--- src/cmt_consts.svh ---
// constants of the compare match toggle timer
//
// Function
// - on each compare match A, invert the output level when toggle mode is selected
// - clear-on-match-A resets the counter to zero on compare match A
// - with clear-on-match-A, match interval is compare value plus one count source periods
// - output starts at a software-selected initial level before the first match
// - optional mode: compare register C buffers compare register A
// - counter keeps counting after a match, it does not halt
// - optional forced cut-off disables the output while the cut-off input is low
// - timer can raise an A/D start trigger, which software may disable
// - the output appears on a shared port pin set as an output
// - the undivided system clock can be the count source
// - output enable off means the pin does not carry the waveform
// - count source field value 000 selects the undivided clock
// - count start bit 0 makes the counter hold its value
// - initial level bit 0 selects a low initial level
`ifndef CMT_CONSTS_SVH
`define CMT_CONSTS_SVH

`define CMT_CNT_WIDTH      16
`define CMT_CNT_RESET      16'h0000
`define CMT_CMP_RESET      16'hFFFF
`define CMT_SRC_UNDIVIDED  3'h0
`define CMT_SRC_DIV2       3'h1
`define CMT_SRC_DIV4       3'h2
`define CMT_SRC_DIV8       3'h3
`define CMT_SRC_DIV32      3'h4

`endif

--- src/cmt_pkg.sv ---
// types of the compare match toggle timer
package cmt_pkg;
    typedef enum logic [1:0]
    {
        CMT_STOPPED = 2'b00,
        CMT_RUNNING = 2'b01
    } cmt_state_t;
endpackage

--- src/cmt_prescaler.sv ---
// count source prescaler: one-cycle count enable pulses
`timescale 1ns/100ps
`include "cmt_consts.svh"
module cmt_prescaler
    import cmt_pkg::*;
(
    input  wire logic       clk,
    input  wire logic       reset_n,
    input  wire logic       run,
    input  wire logic [2:0] count_src_sel,
    output logic            count_tick
);
    logic [4:0] div_count;

    // ==========================================================
    // divider
    always_ff @(posedge clk or negedge reset_n)
    begin
        if (!reset_n)
            div_count <= 5'h00;
        else if (!run)
            div_count <= 5'h00;
        else
            div_count <= div_count + 5'h01;
    end

    always_comb
    begin
        unique case (count_src_sel)
            `CMT_SRC_UNDIVIDED: count_tick = run;
            `CMT_SRC_DIV2:      count_tick = run && (div_count[0] == 1'b1);
            `CMT_SRC_DIV4:      count_tick = run && (div_count[1:0] == 2'h3);
            `CMT_SRC_DIV8:      count_tick = run && (div_count[2:0] == 3'h7);
            `CMT_SRC_DIV32:     count_tick = run && (div_count == 5'h1F);
            // unused codes stop the count source
            default:            count_tick = 1'b0;
        endcase
    end
endmodule

--- src/cmt_timer.sv ---
// compare match toggle timer top
`timescale 1ns/100ps
`include "cmt_consts.svh"
module cmt_timer
    import cmt_pkg::*;
#(
    parameter int CNT_WIDTH = `CMT_CNT_WIDTH
)
(
    input  wire logic                 clk,
    input  wire logic                 reset_n,
    input  wire logic                 count_start,
    input  wire logic                 count_src_sel_b0,
    input  wire logic                 count_src_sel_b1,
    input  wire logic                 count_src_sel_b2,
    input  wire logic                 counter_clear_select,
    input  wire logic                 initial_level_a_bit,
    input  wire logic                 toggle_on_match,
    input  wire logic                 buffer_mode_c,
    input  wire logic                 output_enable_a,
    input  wire logic                 cutoff_enable,
    input  wire logic                 forced_cutoff_input,
    input  wire logic                 adc_trigger_enable,
    input  wire logic                 port_select_compare,
    input  wire logic                 port_data_out,
    input  wire logic                 compare_a_write,
    input  wire logic [CNT_WIDTH-1:0] compare_a_wdata,
    input  wire logic                 compare_c_write,
    input  wire logic [CNT_WIDTH-1:0] compare_c_wdata,
    output logic [CNT_WIDTH-1:0]      timer_count_value,
    output logic [CNT_WIDTH-1:0]      compare_reg_a,
    output logic [CNT_WIDTH-1:0]      compare_reg_c,
    output logic                      compare_out_a_pin,
    output logic                      shared_port_pin,
    output logic                      shared_port_pin_oe,
    output logic                      match_a_flag,
    output logic                      adc_start_trigger
);
    cmt_state_t           state;
    cmt_state_t           next_state;
    logic                 cutoff_meta;
    logic                 cutoff_sync;
    logic                 count_tick;
    logic                 match_a;
    logic                 run;
    logic                 next_out;
    logic                 next_pin;
    logic [CNT_WIDTH-1:0] next_count;
    logic [CNT_WIDTH-1:0] next_reg_a;

    // ==========================================================
    // input synchroniser for the external cut-off pin
    // both stages reset to the idle high level, so reset never looks like a cut-off
    always_ff @(posedge clk or negedge reset_n)
    begin
        if (!reset_n)
        begin
            cutoff_meta <= 1'b1;
            cutoff_sync <= 1'b1;
        end
        else
        begin
            cutoff_meta <= forced_cutoff_input;
            cutoff_sync <= cutoff_meta;
        end
    end

    // ==========================================================
    // run state
    // counting needs the start bit on two edges in a row, so a one-cycle blip never counts
    always_comb
    begin
        unique case (state)
            CMT_STOPPED: next_state = count_start ? CMT_RUNNING : CMT_STOPPED;
            CMT_RUNNING: next_state = count_start ? CMT_RUNNING : CMT_STOPPED;
            default:     next_state = CMT_STOPPED;
        endcase
    end

    always_ff @(posedge clk or negedge reset_n)
    begin
        if (!reset_n)
            state <= CMT_STOPPED;
        else
            state <= next_state;
    end

    // dropping the start bit stops the tick at once, without waiting for the state
    assign run = (state == CMT_RUNNING) && count_start;

    // one-cycle tick per count source period; nothing here runs on a slower clock
    cmt_prescaler u_prescaler
    (
        .clk           (clk),
        .reset_n       (reset_n),
        .run           (run),
        .count_src_sel ({count_src_sel_b2, count_src_sel_b1, count_src_sel_b0}),
        .count_tick    (count_tick)
    );

    // match is judged on the count tick so one match spans one clock cycle
    assign match_a = count_tick && (timer_count_value == compare_reg_a);

    // ==========================================================
    // counter
    // clear wins over the tick, so with clear-select the value after a match is zero and never A plus one
    always_comb
    begin
        next_count = timer_count_value;
        if (match_a && counter_clear_select)
            next_count = '0;
        else if (count_tick)
            next_count = timer_count_value + 1'b1;
    end

    // without clear-select the counter simply wraps through its full range
    always_ff @(posedge clk or negedge reset_n)
    begin
        if (!reset_n)
            timer_count_value <= CNT_WIDTH'(`CMT_CNT_RESET);
        else
            timer_count_value <= next_count;
    end

    // ==========================================================
    // compare registers
    always_ff @(posedge clk or negedge reset_n)
    begin
        if (!reset_n)
            compare_reg_c <= CNT_WIDTH'(`CMT_CMP_RESET);
        else if (compare_c_write)
            compare_reg_c <= compare_c_wdata;
    end

    // in buffer mode A loads from C at each match, so a period change never tears
    // a direct write to A in that same cycle is lost; software should write C instead
    always_comb
    begin
        next_reg_a = compare_reg_a;
        if (buffer_mode_c && match_a)
            next_reg_a = compare_reg_c;
        else if (compare_a_write)
            next_reg_a = compare_a_wdata;
    end

    always_ff @(posedge clk or negedge reset_n)
    begin
        if (!reset_n)
            compare_reg_a <= CNT_WIDTH'(`CMT_CMP_RESET);
        else
            compare_reg_a <= next_reg_a;
    end

    // ==========================================================
    // toggle output
    // a stopped timer keeps reloading the initial level, so a restart always begins there
    always_comb
    begin
        next_out = compare_out_a_pin;
        if (!count_start)
            next_out = initial_level_a_bit;
        else if (match_a && toggle_on_match)
            next_out = ~compare_out_a_pin;
    end

    always_ff @(posedge clk or negedge reset_n)
    begin
        if (!reset_n)
            compare_out_a_pin <= 1'b0;
        else
            compare_out_a_pin <= next_out;
    end

    // ==========================================================
    // pin, cut-off and events
    // the pin is judged in one place, so enable, cut-off and port data never fight
    always_comb
    begin
        next_pin = compare_out_a_pin;
        if (!port_select_compare)
            next_pin = port_data_out;
        else if (!output_enable_a)
            next_pin = 1'b0;
        else if (cutoff_enable && !cutoff_sync)
            next_pin = 1'b0;
    end

    always_ff @(posedge clk or negedge reset_n)
    begin
        if (!reset_n)
            shared_port_pin <= 1'b0;
        else
            shared_port_pin <= next_pin;
    end

    // a plain port always drives; the compare function drives only while enabled
    always_ff @(posedge clk or negedge reset_n)
    begin
        if (!reset_n)
            shared_port_pin_oe <= 1'b0;
        else
            shared_port_pin_oe <= port_select_compare ? output_enable_a : 1'b1;
    end

    // flag and trigger are registered, so they rise on the edge that toggles the output
    always_ff @(posedge clk or negedge reset_n)
    begin
        if (!reset_n)
            match_a_flag <= 1'b0;
        else
            match_a_flag <= match_a;
    end

    always_ff @(posedge clk or negedge reset_n)
    begin
        if (!reset_n)
            adc_start_trigger <= 1'b0;
        else
            adc_start_trigger <= match_a && adc_trigger_enable;
    end
endmodule

--- config.mk ---
export PLATFORM = sky130hd
export DESIGN_NAME = cmt_timer
export DESIGN_NICKNAME = d
export VERILOG_FILES = /design/src/cmt_pkg.sv /design/src/cmt_prescaler.sv /design/src/cmt_timer.sv
export VERILOG_INCLUDE_DIRS = /design/src /design/src/src
export SDC_FILE = /design/constraint.sdc
export NUM_CORES = 1
export LEC_CHECK = 0
export BUFFER_PORTS_ARGS = -buffer_cell sky130_fd_sc_hd__clkbuf_2
export CAP_MARGIN = 20
export CORE_ASPECT_RATIO = 0.8
export CORE_MARGIN = 5
export CORE_UTILIZATION = 40
export DETAILED_ROUTE_END_ITERATION = 16
export PLACE_DENSITY_LB_ADDON = 0.12
export SYNTH_ARGS = -nofsm -noshare
export SYNTH_HDL_FRONTEND = slang
export SYNTH_SLANG_ARGS = --single-unit
--- constraint.sdc ---
create_clock -name clk -period 2.8 [get_ports clk]
set_input_delay 0.42 -clock clk [delete_from_list [all_inputs] [get_ports clk]]
set_output_delay 0.42 -clock clk [all_outputs]
set_load 0.005 [all_outputs]
==> insert_results.sql <==
INSERT INTO impl_metrics (metric_group, metric, value, unit) VALUES
('status', 'status', 'finished clean', ''),
('clock_network', 'cts.root.buffer_cell', 'clkbuf_8', ''),
('floorplan', 'chipWidth', '107.5', 'um'),
('sta', 'max_clock_freq', '394.3', 'MHz'),
('sta', 'timing.slew.headroom', '47.75', '%'),
('routing', 'detail-route-antenna-nets', '0', ''),
('logic_synthesis', 'synth_edf_count', '0', ''),
('logic_synthesis', 'post_synth_inst_count', '248', ''),
('sta', 'setup-tns-final', '0', 'ns'),
('clock_network', 'tritoncts', 'done', ''),
('worst_setup_path', 'worst_setup_path_start_kind', 'flip-flop', ''),
('clock_network', 'cts.sinks', '61', ''),
('worst_setup_path', 'critPathCaptureType', 'flip-flop', ''),
('logic_synthesis', 'postSynthNetCount', '302', ''),
('routing', 'routed-wl-met2', '3.433', 'mm'),
('pwr', 'vdd.ir_drop.worst', '278.0', 'uV'),
('placement', 'gp_routability_congestion', '0.8376', ''),
('logic_synthesis', 'synthesis.area', '0.003044', 'mm2'),
('job', 'drv.max_cap_violation_count', '0', ''),
('worst_setup_path', 'worst-path-max-fanout', '12', ''),
('worst_setup_path', 'worst_ep_arrival_time', '2.80', 'ns'),
('final_layout', 'final_layout_size_suffix_gt1_share', '58.13', '%'),
('sta', 'finalCritPeriodShare', '90.57', '%'),
('logic_synthesis', 'synth-main-ff-cell', 'dfstp_2', ''),
('floorplan', 'placement_rows', '28', ''),
('final_layout', 'flow.area_growth_from_synthesis', '28.24', '%'),
('grt', 'via_count_of_the_first_global_routing_pass', '2333', ''),
('worst_setup_path', 'required', '3.06', 'ns'),
('worst_setup_path', 'cpLargestDelayFamily', 'compound AO/OA/AOI/OAI gates', ''),
('logic_synthesis', 'synth.ff_latch_count', '61', ''),
('floorplan', 'design.portCount', '103', ''),
('worst_setup_path', 'worstPathCellList', 'ha_1, and3_1, ha_1, inv_1, a21oi_1, o21ai_1, buf_4, or4_1, a21oi_1', ''),
('routing', 'remaining_drc_errors', '0', ''),
('grt', 'wire_length_of_the_first_global_routing_pass', '11.90', 'mm'),
('pwr', 'power_density', '564.4', 'mW/mm2'),
('placement', 'io_buffers', '102', ''),
('sta', 'timing.clock.skew', '0.007178', 'ns'),
('grt', 'global_route_congestion_overflow_total', '0', ''),
('routing', 'met3_length', '488', 'um'),
('logic_synthesis', 'synth.yosys.warnings', '0', ''),
('sta', 'tightest_slew', '0.7785', 'ns'),
('routing', 'route.final.wire_length', '7.514', 'mm'),
('routing', 'detail_route.vias_per_cell', '5.062', ''),
('placement', 'post-dp-hpwl', '5.774', 'mm'),
('grt', 'groute.usage.overall', '16.48', '%'),
('final_layout', 'insertedDiodeCount', '0', ''),
('sta', 'report.final.hold_viol_count', '0', ''),
('sta', 'worst_hold_check_slack', '0.05082', 'ns'),
('clock_network', 'clkLatencyLatePin', '0.34', 'ns'),
('routing', 'route.vias.total', '2369', ''),
('pwr', 'p_leak', '1.854', 'nW'),
('worst_setup_path', 'cp_slowest_stage_delay', '0.50', 'ns'),
('clock_network', 'buffer_levels_on_the_longest_clock_path', '2', ''),
('sta', 'setup_viol_count_final', '0', ''),
('clock_network', 'htree_levels', '3', ''),
('worst_setup_path', 'crit_path_top_delay_cell', 'or4_1', ''),
('logic_synthesis', 'synth_cell_types', '35', ''),
('clock_network', 'clkSlewWorstSetupHoldPaths', '0.07', 'ns'),
('placement', 'placed_cells_incl_taps', '452', ''),
('routing', 'top_layer', 'met4', ''),
('clock_network', 'cts_repair_resize_count', '0', ''),
('floorplan', 'die_y', '88.03', 'um'),
('sta', 'rsz0062_at_grt', 'false', ''),
('final_layout', 'post-route-cell-area', '0.003904', 'mm2'),
('sta', 'finalMaxSlewViolations', '0', ''),
('worst_setup_path', 'criticalPathCategory', 'flip-flop to flip-flop', ''),
('clock_network', 'clock_buffer_count_from_cts', '9', ''),
('routing', 'wl_met1', '3.549', 'mm'),
('logic_synthesis', 'synthesis.area_per_instance', '12.27', 'um2'),
('logic_synthesis', 'share_of_the_yosys_chip_area_belonging_to_registers', '51.54', '%'),
('final_layout', 'mostFrequentLayoutCell', 'clkbuf_2', '');
[flip-flops by register name, indices dropped and copies added (netlist names)]
name                   count
compare_reg_a             16
compare_reg_c             16
timer_count_value         16
u_prescaler.div_count      5
adc_start_trigger          1
compare_out_a_pin          1
cutoff_meta                1
cutoff_sync                1
match_a_flag               1
shared_port_pin            1
shared_port_pin_oe         1
state                      1
[worst reg2reg max path, stage by stage (launching register included)]
cell and delay (ns):
dfrtp_1 0.39, ha_1 0.21, and3_1 0.17, ha_1 0.13
inv_1 0.04, a21oi_1 0.24, o21ai_1 0.34, buf_4 0.27
or4_1 0.50, a21oi_1 0.17
[Yosys cell counts (4+ instances only)]
library cell	count	area, um2
mux2_2	38	427.9
dfstp_2	34	893.4
dfrtp_1	27	675.7
xor2_1	18	157.7
a21oi_1	12	60.06
o21ai_0	12	60.06
mux2_4	10	150.1
nand2_1	9	33.78
nand3_1	8	40.04
nor2_1	8	30.03
and3_1	6	37.54
inv_1	6	22.52
clkbuf_1	5	18.77
nand4_1	5	31.28
or3_1	5	31.28
ha_1	4	50.05
nand2b_1	4	25.02
nor3_1	4	20.02
o22ai_1	4	25.02
o31ai_1	4	30.03
or4_1	4	30.03
[per-stage QoR]
stage | utilization [%] | setup WS [ns] | power, mW
floorplan | - | 0.7873 | 1.210
global placement | 49.83 | 0.4131 | 1.372
detailed placement | 49.83 | 0.2968 | 1.374
CTS | 52.81 | 0.2661 | 2.237
global route | 52.81 | 0.04025 | 2.322
finish | 52.81 | 0.2641 | 2.203
[where the power goes]
| group | total [mW] | switching (mW) | internal, mW |
|---|---|---|---|
| clock network | 0.852 | 0.341 | 0.511 |
| registers | 1.05 | 0.0693 | 0.986 |
| logic | 0.296 | 0.130 | 0.167 |
[layer usage]
metal / vias up / global-route usage, %
met4: 0 / 4.472
met1: 1154 / 22.41
met2: 78 / 24.44
met5: - / 0
met3: 6 / 6.706
li1: 1131 / -
[path summary, 6_finish.rpt]
check	depth (start not counted)	startpoint	end	slack, ns
max in group asynchronous	2	reset_n	compare_reg_a[2]	2.07
hold reg to reg	0	cutoff_meta	cutoff_sync	0.36
setup reg to reg	9	u_prescaler.div_count[0]	timer_count_value[12]	0.26
hold / removal	1	reset_n	u_prescaler.div_count[0]	0.05
min in group clk	1	forced_cutoff_input	cutoff_meta	0.16
setup / recovery	9	u_prescaler.div_count[0]	timer_count_value[12]	0.26
[kinds of logic after synthesis]
| kind of cell | synth area share [%] |
|---|---|
| xor gates and xnor gates | 5.179 |
| and+or+nand+nor | 12.21 |
| muxes | 19.32 |
| AOI/OAI and AO/OA | 7.645 |
| buffers and inverters | 2.466 |
| adders and majority gates | 1.644 |
| DFF | 51.54 |
[area by class of cell]
| class | instances | area, um2 |
|---|---|---|
| flip-flops and latches | 61 | 1569 |
| clock buffers | 13 | 180.2 |
| inverters | 6 | 22.52 |
| fillers | 674 | 3488 |
| repair buffers | 107 | 560.5 |
| well taps | 105 | 131.4 |
| clock inverters | 3 | 40.04 |
| multi-input cells | 173 | 1400 |
Power figures use the tool's default switching activity.
